### src/adcmc_pkg.sv
package adcmc_pkg;

   // ----------------------------------------------------------------
   // clocking
   // ----------------------------------------------------------------
   localparam int unsigned CLK_HZ = 10_000_000;
   localparam int unsigned FAST_CONV_HZ = 512_000;
   localparam int unsigned SLOW_CONV_HZ = 131_000;
   // nearest whole divisor of the system clock
   localparam int unsigned FAST_DIV =
      (CLK_HZ + FAST_CONV_HZ / 2) / FAST_CONV_HZ;
   localparam int unsigned SLOW_DIV =
      (CLK_HZ + SLOW_CONV_HZ / 2) / SLOW_CONV_HZ;
   localparam int unsigned DIV_W = 7;
   localparam logic [DIV_W-1:0] FAST_RELOAD = DIV_W'(FAST_DIV - 1);
   localparam logic [DIV_W-1:0] SLOW_RELOAD = DIV_W'(SLOW_DIV - 1);

   // ----------------------------------------------------------------
   // register map
   // ----------------------------------------------------------------
   localparam logic [31:0] ADDR_STATUS = 32'hFFFF_0500;
   localparam logic [31:0] ADDR_MASK = 32'hFFFF_0504;
   localparam logic [31:0] ADDR_MODE = 32'hFFFF_0508;
   localparam logic [31:0] ADDR_PRI_RESULT = 32'hFFFF_0510;
   localparam logic [31:0] ADDR_AUX_RESULT = 32'hFFFF_0514;

   localparam logic [7:0] MASK_RESET = 8'h00;
   localparam logic [7:0] MODE_RESET = 8'h03;
   localparam logic [7:0] STATUS_RESET = 8'h00;
   localparam logic [23:0] RESULT_RESET = 24'h000000;
   // implemented bits; reserved bits store nothing and read as zero
   localparam logic [7:0] MASK_IMPL = 8'h5B;
   localparam logic [7:0] MODE_IMPL = 8'hBF;

   // ----------------------------------------------------------------
   // field positions
   // ----------------------------------------------------------------
   localparam int unsigned BIT_ACC_THRESH = 6;
   localparam int unsigned BIT_CMP_THRESH = 4;
   localparam int unsigned BIT_OVERRANGE = 3;
   localparam int unsigned BIT_AUX_READY = 1;
   localparam int unsigned BIT_PRI_READY = 0;
   localparam int unsigned MODE_CLKSEL_BIT = 7;
   localparam int unsigned MODE_LPEN_BIT = 5;
   localparam int unsigned MODE_CFG_MSB = 4;
   localparam int unsigned MODE_CFG_LSB = 3;
   localparam int unsigned MODE_OP_MSB = 2;
   localparam int unsigned MODE_OP_LSB = 0;

   // ----------------------------------------------------------------
   // encodings
   // ----------------------------------------------------------------
   typedef enum logic [1:0] {
      PCFG_NORMAL = 2'h0,
      PCFG_LOW = 2'h1,
      PCFG_NORMAL_ALT = 2'h2,
      PCFG_LOW_PGA_OFF = 2'h3
   } adcmc_pcfg_t;

   typedef enum logic [2:0] {
      OP_POWER_DOWN = 3'h0,
      OP_CONTINUOUS = 3'h1,
      OP_SINGLE = 3'h2,
      OP_IDLE = 3'h3,
      OP_CAL_SELF_OFFSET = 3'h4,
      OP_CAL_SELF_GAIN = 3'h5,
      OP_CAL_SYS_ZERO = 3'h6,
      OP_CAL_SYS_FULL = 3'h7
   } adcmc_op_t;

   // ----------------------------------------------------------------
   // carriers
   // ----------------------------------------------------------------
   typedef struct packed {
      logic pri_valid;
      logic aux_valid;
      logic cal_done;
      logic single_done;
      logic acc_thresh;
      logic cmp_thresh;
      logic ovr_detect;
      logic ovr_clear;
   } adcmc_evt_t;

   typedef struct packed {
      logic clk_fast;
      logic low_power;
      logic pga_off;
      logic lp_bias_on;
      logic power_down;
      logic held_in_reset;
      logic continuous;
      logic single;
      logic cal_run;
      logic [2:0] op;
   } adcmc_ctrl_t;

endpackage

### src/adcmc_mode_dec.sv
`timescale 1ns/10ps
module adcmc_mode_dec (
   // clock and reset
   input wire logic clk,
   input wire logic rst_b,
   // raw mode register
   input wire logic [7:0] mode,
   // decoded controls
   output adcmc_pkg::adcmc_ctrl_t ctrl
);

   adcmc_pkg::adcmc_ctrl_t ctrl_r;
   adcmc_pkg::adcmc_ctrl_t ctrl_nxt;
   logic [1:0] cfg;
   logic [2:0] op;
   logic lp_sel;

   assign cfg = mode[adcmc_pkg::MODE_CFG_MSB:adcmc_pkg::MODE_CFG_LSB];
   assign op = mode[adcmc_pkg::MODE_OP_MSB:adcmc_pkg::MODE_OP_LSB];
   // 00 and 10 are both normal mode
   assign lp_sel = (cfg == adcmc_pkg::PCFG_LOW) ||
                   (cfg == adcmc_pkg::PCFG_LOW_PGA_OFF);

   always_comb begin
      ctrl_nxt = '0;
      ctrl_nxt.clk_fast = mode[adcmc_pkg::MODE_CLKSEL_BIT];
      ctrl_nxt.low_power = lp_sel;
      ctrl_nxt.pga_off = (cfg == adcmc_pkg::PCFG_LOW_PGA_OFF);
      // enable bit ignored in normal configurations
      ctrl_nxt.lp_bias_on = lp_sel & mode[adcmc_pkg::MODE_LPEN_BIT];
      ctrl_nxt.op = op;
      case (op)
         adcmc_pkg::OP_POWER_DOWN: begin
            ctrl_nxt.power_down = 1'b1;
            ctrl_nxt.pga_off = 1'b1;
         end
         adcmc_pkg::OP_CONTINUOUS: ctrl_nxt.continuous = 1'b1;
         adcmc_pkg::OP_SINGLE: ctrl_nxt.single = 1'b1;
         adcmc_pkg::OP_IDLE: ctrl_nxt.held_in_reset = 1'b1;
         default: ctrl_nxt.cal_run = 1'b1;
      endcase
   end

   always_ff @(posedge clk) begin
      if (!rst_b) begin
         ctrl_r <= '0;
      end else begin
         ctrl_r <= ctrl_nxt;
      end
   end

   assign ctrl = ctrl_r;

endmodule

### src/adcmc_top.sv
// Local design decision: the plain strobed port.
`timescale 1ns/10ps
module adcmc_top (
   // clock and reset
   input wire logic CLK,
   input wire logic RST_B,
   // register port
   input wire logic [31:0] BUS_ADDR,
   input wire logic [31:0] BUS_WDATA,
   input wire logic BUS_WR,
   input wire logic BUS_RD,
   output logic [31:0] BUS_RDATA,
   // converter side
   input adcmc_pkg::adcmc_evt_t ANALOG_EVT,
   input wire logic [23:0] PRI_RESULT_DATA,
   input wire logic [23:0] AUX_RESULT_DATA,
   // controls to the converters
   output adcmc_pkg::adcmc_ctrl_t MODE_CTRL,
   output logic CONV_CLK_TICK,
   // interrupt request
   output logic ADC_IRQ
);

   // ----------------------------------------------------------------
   // helpers
   // ----------------------------------------------------------------
   function automatic logic hit(input logic [31:0] addr,
                                input logic [31:0] target);
      hit = (addr == target);
   endfunction

   function automatic logic is_cal(input logic [2:0] op);
      is_cal = op[2];
   endfunction

   // ----------------------------------------------------------------
   // declarations
   // ----------------------------------------------------------------
   typedef enum {
      SEQ_IDLE,
      SEQ_SINGLE,
      SEQ_CAL
   } adcmc_seq_t;

   localparam int unsigned DIV_W_L = adcmc_pkg::DIV_W;

   adcmc_seq_t seq_r;
   adcmc_seq_t seq_nxt;
   logic [7:0] mask_r;
   logic [7:0] mode_r;
   logic acc_flag_r;
   logic cmp_flag_r;
   logic ovr_flag_r;
   logic aux_flag_r;
   logic pri_flag_r;
   logic aux_seen_r;
   logic [23:0] pri_result_r;
   logic [23:0] aux_result_r;
   logic [31:0] rdata_r;
   logic [31:0] rdata_nxt;
   logic irq_r;
   logic [DIV_W_L-1:0] div_r;
   logic clk_fast_d_r;
   logic tick_r;
   logic [7:0] status;
   logic wr_mask;
   logic wr_mode;
   logic rd_pri;
   logic rd_aux;
   logic pri_store;
   logic aux_store;
   logic seq_to_idle;
   logic [2:0] op_now;
   logic div_run;
   logic [DIV_W_L-1:0] div_reload;

   // ----------------------------------------------------------------
   // address decode
   // ----------------------------------------------------------------
   assign wr_mask = BUS_WR & hit(BUS_ADDR, adcmc_pkg::ADDR_MASK);
   assign wr_mode = BUS_WR & hit(BUS_ADDR, adcmc_pkg::ADDR_MODE);
   assign rd_pri = BUS_RD & hit(BUS_ADDR, adcmc_pkg::ADDR_PRI_RESULT);
   assign rd_aux = BUS_RD & hit(BUS_ADDR, adcmc_pkg::ADDR_AUX_RESULT);
   assign op_now = mode_r[adcmc_pkg::MODE_OP_MSB:adcmc_pkg::MODE_OP_LSB];

   // ----------------------------------------------------------------
   // interrupt mask register
   // ----------------------------------------------------------------
   always_ff @(posedge CLK) begin
      if (!RST_B) begin
         mask_r <= adcmc_pkg::MASK_RESET;
      end else if (wr_mask) begin
         // reserved positions never store a value
         mask_r <= BUS_WDATA[7:0] & adcmc_pkg::MASK_IMPL;
      end
   end

   // ----------------------------------------------------------------
   // mode register
   // ----------------------------------------------------------------
   always_ff @(posedge CLK) begin
      if (!RST_B) begin
         mode_r <= adcmc_pkg::MODE_RESET;
      end else if (wr_mode) begin
         mode_r <= BUS_WDATA[7:0] & adcmc_pkg::MODE_IMPL;
      end else if (seq_to_idle) begin
         // single shot or calibration over: fall back to idle
         mode_r[adcmc_pkg::MODE_OP_MSB:adcmc_pkg::MODE_OP_LSB] <=
            adcmc_pkg::OP_IDLE;
      end
   end

   // ----------------------------------------------------------------
   // single shot and calibration sequencer
   // ----------------------------------------------------------------
   always_comb begin
      seq_nxt = seq_r;
      seq_to_idle = 1'b0;
      case (seq_r)
         SEQ_IDLE: begin
            if (op_now == adcmc_pkg::OP_SINGLE) begin
               seq_nxt = SEQ_SINGLE;
            end else if (is_cal(op_now)) begin
               seq_nxt = SEQ_CAL;
            end
         end
         SEQ_SINGLE: begin
            if (op_now != adcmc_pkg::OP_SINGLE) begin
               seq_nxt = SEQ_IDLE;
            end else if (ANALOG_EVT.single_done) begin
               seq_to_idle = 1'b1;
               seq_nxt = SEQ_IDLE;
            end
         end
         SEQ_CAL: begin
            if (!is_cal(op_now)) begin
               seq_nxt = SEQ_IDLE;
            end else if (ANALOG_EVT.cal_done) begin
               seq_to_idle = 1'b1;
               seq_nxt = SEQ_IDLE;
            end
         end
         default: seq_nxt = SEQ_IDLE;
      endcase
   end

   always_ff @(posedge CLK) begin
      if (!RST_B) begin
         seq_r <= SEQ_IDLE;
      end else begin
         seq_r <= seq_nxt;
      end
   end

   // ----------------------------------------------------------------
   // result registers
   // ----------------------------------------------------------------
   // new data lands only while the ready flag is clear or during a primary result read
   assign pri_store = ANALOG_EVT.pri_valid & (~pri_flag_r | rd_pri);
   assign aux_store = ANALOG_EVT.aux_valid & (~aux_flag_r | rd_pri);

   always_ff @(posedge CLK) begin
      if (!RST_B) begin
         pri_result_r <= adcmc_pkg::RESULT_RESET;
      end else if (pri_store) begin
         pri_result_r <= PRI_RESULT_DATA;
      end
   end

   always_ff @(posedge CLK) begin
      if (!RST_B) begin
         aux_result_r <= adcmc_pkg::RESULT_RESET;
      end else if (aux_store) begin
         aux_result_r <= AUX_RESULT_DATA;
      end
   end

   // ----------------------------------------------------------------
   // status flags
   // ----------------------------------------------------------------
   always_ff @(posedge CLK) begin
      if (!RST_B) begin
         pri_flag_r <= 1'b0;
      end else if (pri_store || ANALOG_EVT.cal_done) begin
         pri_flag_r <= 1'b1;
      end else if (rd_pri) begin
         pri_flag_r <= 1'b0;
      end
   end

   // auxiliary read arms the clear; the next primary read completes it
   always_ff @(posedge CLK) begin
      if (!RST_B) begin
         aux_seen_r <= 1'b0;
      end else if (rd_aux) begin
         aux_seen_r <= 1'b1;
      end else if (rd_pri) begin
         aux_seen_r <= 1'b0;
      end
   end

   always_ff @(posedge CLK) begin
      if (!RST_B) begin
         aux_flag_r <= 1'b0;
      end else if (aux_store || ANALOG_EVT.cal_done) begin
         aux_flag_r <= 1'b1;
      end else if (rd_pri && aux_seen_r) begin
         aux_flag_r <= 1'b0;
      end
   end

   always_ff @(posedge CLK) begin
      if (!RST_B) begin
         ovr_flag_r <= 1'b0;
      end else if (ANALOG_EVT.ovr_detect) begin
         ovr_flag_r <= 1'b1;
      end else if (ANALOG_EVT.ovr_clear) begin
         ovr_flag_r <= 1'b0;
      end
   end

   // threshold flags follow the comparators
   always_ff @(posedge CLK) begin
      if (!RST_B) begin
         acc_flag_r <= 1'b0;
         cmp_flag_r <= 1'b0;
      end else begin
         acc_flag_r <= ANALOG_EVT.acc_thresh;
         cmp_flag_r <= ANALOG_EVT.cmp_thresh;
      end
   end

   always_comb begin
      status = adcmc_pkg::STATUS_RESET;
      status[adcmc_pkg::BIT_ACC_THRESH] = acc_flag_r;
      status[adcmc_pkg::BIT_CMP_THRESH] = cmp_flag_r;
      status[adcmc_pkg::BIT_OVERRANGE] = ovr_flag_r;
      status[adcmc_pkg::BIT_AUX_READY] = aux_flag_r;
      status[adcmc_pkg::BIT_PRI_READY] = pri_flag_r;
   end

   // ----------------------------------------------------------------
   // interrupt request
   // ----------------------------------------------------------------
   always_ff @(posedge CLK) begin
      if (!RST_B) begin
         irq_r <= 1'b0;
      end else begin
         irq_r <=
            (status[adcmc_pkg::BIT_ACC_THRESH] &
             mask_r[adcmc_pkg::BIT_ACC_THRESH]) |
            (status[adcmc_pkg::BIT_CMP_THRESH] &
             mask_r[adcmc_pkg::BIT_CMP_THRESH]) |
            (status[adcmc_pkg::BIT_OVERRANGE] &
             mask_r[adcmc_pkg::BIT_OVERRANGE]) |
            (status[adcmc_pkg::BIT_AUX_READY] &
             mask_r[adcmc_pkg::BIT_AUX_READY]) |
            (status[adcmc_pkg::BIT_PRI_READY] &
             mask_r[adcmc_pkg::BIT_PRI_READY]);
      end
   end

   assign ADC_IRQ = irq_r;

   // ----------------------------------------------------------------
   // conversion clock divider
   // ----------------------------------------------------------------
   assign div_reload = MODE_CTRL.clk_fast ? adcmc_pkg::FAST_RELOAD :
                                            adcmc_pkg::SLOW_RELOAD;
   // stopped in power-down
   assign div_run = ~MODE_CTRL.power_down;

   always_ff @(posedge CLK) begin
      if (!RST_B) begin
         clk_fast_d_r <= 1'b0;
      end else begin
         clk_fast_d_r <= MODE_CTRL.clk_fast;
      end
   end

   always_ff @(posedge CLK) begin
      if (!RST_B) begin
         div_r <= '0;
         tick_r <= 1'b0;
      end else if (!div_run || (clk_fast_d_r != MODE_CTRL.clk_fast)) begin
         div_r <= div_reload;
         tick_r <= 1'b0;
      end else if (div_r == '0) begin
         div_r <= div_reload;
         tick_r <= 1'b1;
      end else begin
         div_r <= div_r - DIV_W_L'(1);
         tick_r <= 1'b0;
      end
   end

   assign CONV_CLK_TICK = tick_r;

   // ----------------------------------------------------------------
   // register read-back
   // ----------------------------------------------------------------
   always_comb begin
      rdata_nxt = '0;
      if (BUS_RD) begin
         case (BUS_ADDR)
            adcmc_pkg::ADDR_STATUS: rdata_nxt = {24'h000000, status};
            adcmc_pkg::ADDR_MASK: rdata_nxt = {24'h000000, mask_r};
            adcmc_pkg::ADDR_MODE: rdata_nxt = {24'h000000, mode_r};
            adcmc_pkg::ADDR_PRI_RESULT:
               rdata_nxt = {8'h00, pri_result_r};
            adcmc_pkg::ADDR_AUX_RESULT:
               rdata_nxt = {8'h00, aux_result_r};
            default: rdata_nxt = '0;
         endcase
      end
   end

   always_ff @(posedge CLK) begin
      if (!RST_B) begin
         rdata_r <= '0;
      end else begin
         rdata_r <= rdata_nxt;
      end
   end

   assign BUS_RDATA = rdata_r;

   // ----------------------------------------------------------------
   // mode decode
   // ----------------------------------------------------------------
   adcmc_mode_dec u_mode_dec (
      .clk (CLK),
      .rst_b (RST_B),
      .mode (mode_r),
      .ctrl (MODE_CTRL)
   );

endmodule

### config.mk
export PLATFORM = sky130hd
export DESIGN_NAME = adcmc_top
export DESIGN_NICKNAME = d
export VERILOG_FILES = /design/src/adcmc_pkg.sv /design/src/adcmc_mode_dec.sv /design/src/adcmc_top.sv
export SDC_FILE = /design/constraint.sdc
export NUM_CORES = 1
export LEC_CHECK = 0
export ABC_CLOCK_PERIOD_IN_PS = 2600
export CAP_MARGIN = 40
export CORE_MARGIN = 2
export CORE_UTILIZATION = 45
export CTS_BUF_LIST = sky130_fd_sc_hd__clkbuf_4 sky130_fd_sc_hd__clkbuf_8 sky130_fd_sc_hd__clkbuf_16
export CTS_CLUSTER_SIZE = 25
export DETAILED_ROUTE_END_ITERATION = 12
export DONT_BUFFER_PORTS = 1
export GPL_TIMING_DRIVEN = 0
export PLACE_DENSITY = 0.69
export RECOVER_POWER = 25
export SYNTH_ARGS = -nofsm -noshare
export SYNTH_HDL_FRONTEND = slang
export SYNTH_SLANG_ARGS = --single-unit
### constraint.sdc
create_clock -name CLK -period 2.6 [get_ports CLK]
set_input_delay 0.13 -clock CLK [delete_from_list [all_inputs] [get_ports CLK]]
set_output_delay 0.13 -clock CLK [all_outputs]
set_load 0.005 [all_outputs]
==> impl_metrics.json <==
{
  "outcome": "finished, final reports clean",
  "finalHoldViolations": 0,
  "clock_latency_ps": 520,
  "die-area_um2": 11940,
  "clock_path_buffers": 2,
  "htreeDepth": 4,
  "root_buffer": "clkbuf_8",
  "max_freq_ghz": 0.4312,
  "top_layer": "met4",
  "yosysWarningCount": 0,
  "p_total_uw": 4815,
  "synthFlopType": "dfxtp_1",
  "worstPathMaxFanout": 10,
  "dr.pass1.iters": 5,
  "grt_pass1_wl_mm": 22.58,
  "cellLeakagePower_uw": 0.002472,
  "cts.repair.resized": 0,
  "cts_tree": "yes",
  "maxCapViolCount": 0,
  "vias_per_cell": 5.575,
  "m1WireLength_mm": 5.674,
  "setup_violations": 0,
  "syn_to_final_growth_pct": 30.55,
  "crit_path_start_kind": "flop",
  "route.met2.wl_mm": 7.199,
  "crit_family": "buffers and inverters",
  "synth-edff-count": 0,
  "setup_tns_ps": 0,
  "ios": 170,
  "fin_crit_sh_pct": 89.20,
  "grt_max_degree": 17,
  "slowest_stage": "dlygate4sd3_1",
  "via_count": 4382,
  "cts_setup_buffers": 0,
  "ir_drop_v": 0.0005775,
  "end_kind": "flop",
  "initial_utilization_pct": 45.98,
  "place_inst": 683,
  "rows": 38,
  "ys_ff_latch": 114,
  "timing_worst_setup_path_type": "flop to flop",
  "synth_area_leader_cell": "dfxtp_1",
  "cts_buffers": 17,
  "synthesis.instances": 536,
  "synth_top_area_share_pct": 45.78,
  "nets": 762,
  "ys_top_cells_by_count": "114 x dfxtp_1, 68 x nand2_1, 33 x nand3_2",
  "totalWireLength_mm": 14.35,
  "postRouteAntennaNets": 0,
  "seq_area_frac_synth_pct": 45.78,
  "utilization_pct": 60.03,
  "core_area_um2": 10840,
  "crit_chain": "clkbuf_1, nor3b_1, and3_1, o21ai_0, nand2_1, mux2i_1, dlygate4sd3_1",
  "ys_types": 57,
  "cp.arrival_ps": 2780,
  "die_h_um": 109.3,
  "cts.sinks": 114,
  "cts_hold_buf": 71,
  "dr_wl_met3_mm": 1.235,
  "synth_area_leaders": "dfxtp_1 46%, nand3_2 6.6%, nand2_1 5.1%",
  "die_x_um": 109.3,
  "min_period_ps": 2319,
  "final_cells": 786,
  "rsz0062_at_grt": "no",
  "syn_area_per_cell_um2": 9.300,
  "io_buffer_count": 0,
  "clk_pin_slew_ps": 60,
  "skew_ps": 8.483,
  "path_buf_inv": 2,
  "post_drt_wl_per_cell_um": 18.25,
  "syn_area_um2": 4985,
  "grt.overflow.total": 0,
  "max_stage_delay_ps": 590,
  "yosys.cell_count.top_type": "dfxtp_1",
  "grt_usage_pct": 25.02,
  "worst_slew_pin_slew_ps": 821.8,
  "p_per_area_nw_per_um2": 739.9,
  "post-dp-hpwl_mm": 9.902,
  "place_congestion": 0.8696,
  "grt_antenna_before_repair": 0,
  "n_antenna_cell": 0,
  "drt_iter0_markers": 259,
  "grt_pass1_vias": 4455,
  "synthArstFlopShare_pct": 0,
  "hold_path.class": "input port to flop",
  "cp.required_ps": 3060,
  "slew_headroom_pct": 45.22,
  "drive_gt1_share_pct": 16.87,
  "drcViolationCount": 0,
  "slew_violations": 0
}
-- cell families (layout without fill, tap and decap cells) --
kind of cell | Yosys count | after routing | synth area share, %
AOI/OAI and AO/OA | 110 | 110 | 15.31
xor gates and xnor gates | 6 | 6 | 1.054
adders and majority gates | 5 | 5 | 1.255
buffers and inverters | 62 | 165 | 7.128
DFF | 114 | 114 | 45.78
muxes | 9 | 9 | 1.832
other | 1 | 8 | 0.07523
and+or+nand+nor | 229 | 229 | 27.56
-- state kept, by name (all words and copies together) (netlist names) --
| name | flops |
|---|---|
| BUS_RDATA | 24 |
| mask_r | 5 |
| ADC_IRQ | 1 |
| clk_fast_d_r | 1 |
| seq_r | 2 |
| mode_r | 7 |
| pri_result_r | 24 |
| aux_flag_r | 1 |
| u_mode_dec.ctrl | 12 |
| aux_seen_r | 1 |
| ovr_flag_r | 1 |
| cmp_flag_r | 1 |
| div_r | 7 |
| pri_flag_r | 1 |
| aux_result_r | 24 |
| CONV_CLK_TICK | 1 |
| acc_flag_r | 1 |
-- through the flow --
step | hold WS [ps] | worst slack, ps | area [µm²]
5_1_grt | 31.80 | 139.6 | 6507
3_5_place_dp | 260.5 | 293.4 | 5186
3_3_place_gp | 259.7 | 323.5 | 5186
6_report | 34.57 | 280.7 | 6507
4_1_cts | 25.14 | 438.0 | 6507
2_1_floorplan | 253.8 | 653.7 | 5011
-- worst min-delay path, delay by kind of cell --
family         cells  cell delay [ps]
multiplexers       1              140
AO/OA/AOI/OAI      2              250
-- routing by layer --
metal	vias to the layer above	track usage, %
li1	2080	-
met1	2095	29.54
met2	184	42.24
met3	23	9.205
met4	0	7.866
met5	-	0
-- layout make-up --
class,count,area (µm²)
Tap cell,140,175.2
Buffer,48,302.8
Fill cell,911,4333
Clock inverter,11,160.2
Sequential cell,114,2282
Timing Repair Buffer,71,710.7
Multi-Input combinational cell,367,2374
Clock buffer,21,450.4
Inverter,14,52.55
-- layout by cell type, fill, tap and decap left out, types with 12 or more instances in the layout --
| master | instances |
|---|---|
| a22oi_1 | 21 |
| clkbuf_1 | 21 |
| clkbuf_16 | 16 |
| dfxtp_1 | 114 |
| dlygate4sd3_1 | 71 |
| inv_1 | 14 |
| nand2_1 | 68 |
| nand3_1 | 30 |
| nand3_2 | 33 |
| nor2_1 | 27 |
| o21ai_0 | 12 |
| o21ai_1 | 32 |
-- power breakdown --
group          internal (µW)  leakage, µW  switching [µW]
sequential              1850     0.000930            77.7
combinational            237      0.00124             253
clock                   1600     0.000302             799
total                   3680      0.00247            1130
-- path summary, 6_finish.rpt --
| kind | slack [ps] | cells past startpoint | from | to |
|---|---|---|---|---|
| max | 280 | 7 | mode_r[2]$_SDFFE_PN0P_ | mode_r[2]$_SDFFE_PN0P_ |
| min | 30 | 3 | BUS_ADDR[3] | BUS_RDATA[0]$_SDFF_PN0_ |
| min reg2reg | 460 | 2 | mode_r[7]$_SDFFE_PN0P_ | u_mode_dec.ctrl[11]$_SDFF_PN0_ |
| max reg2reg | 280 | 7 | mode_r[2]$_SDFFE_PN0P_ | mode_r[2]$_SDFFE_PN0P_ |
Power figures use the tool's default switching activity.
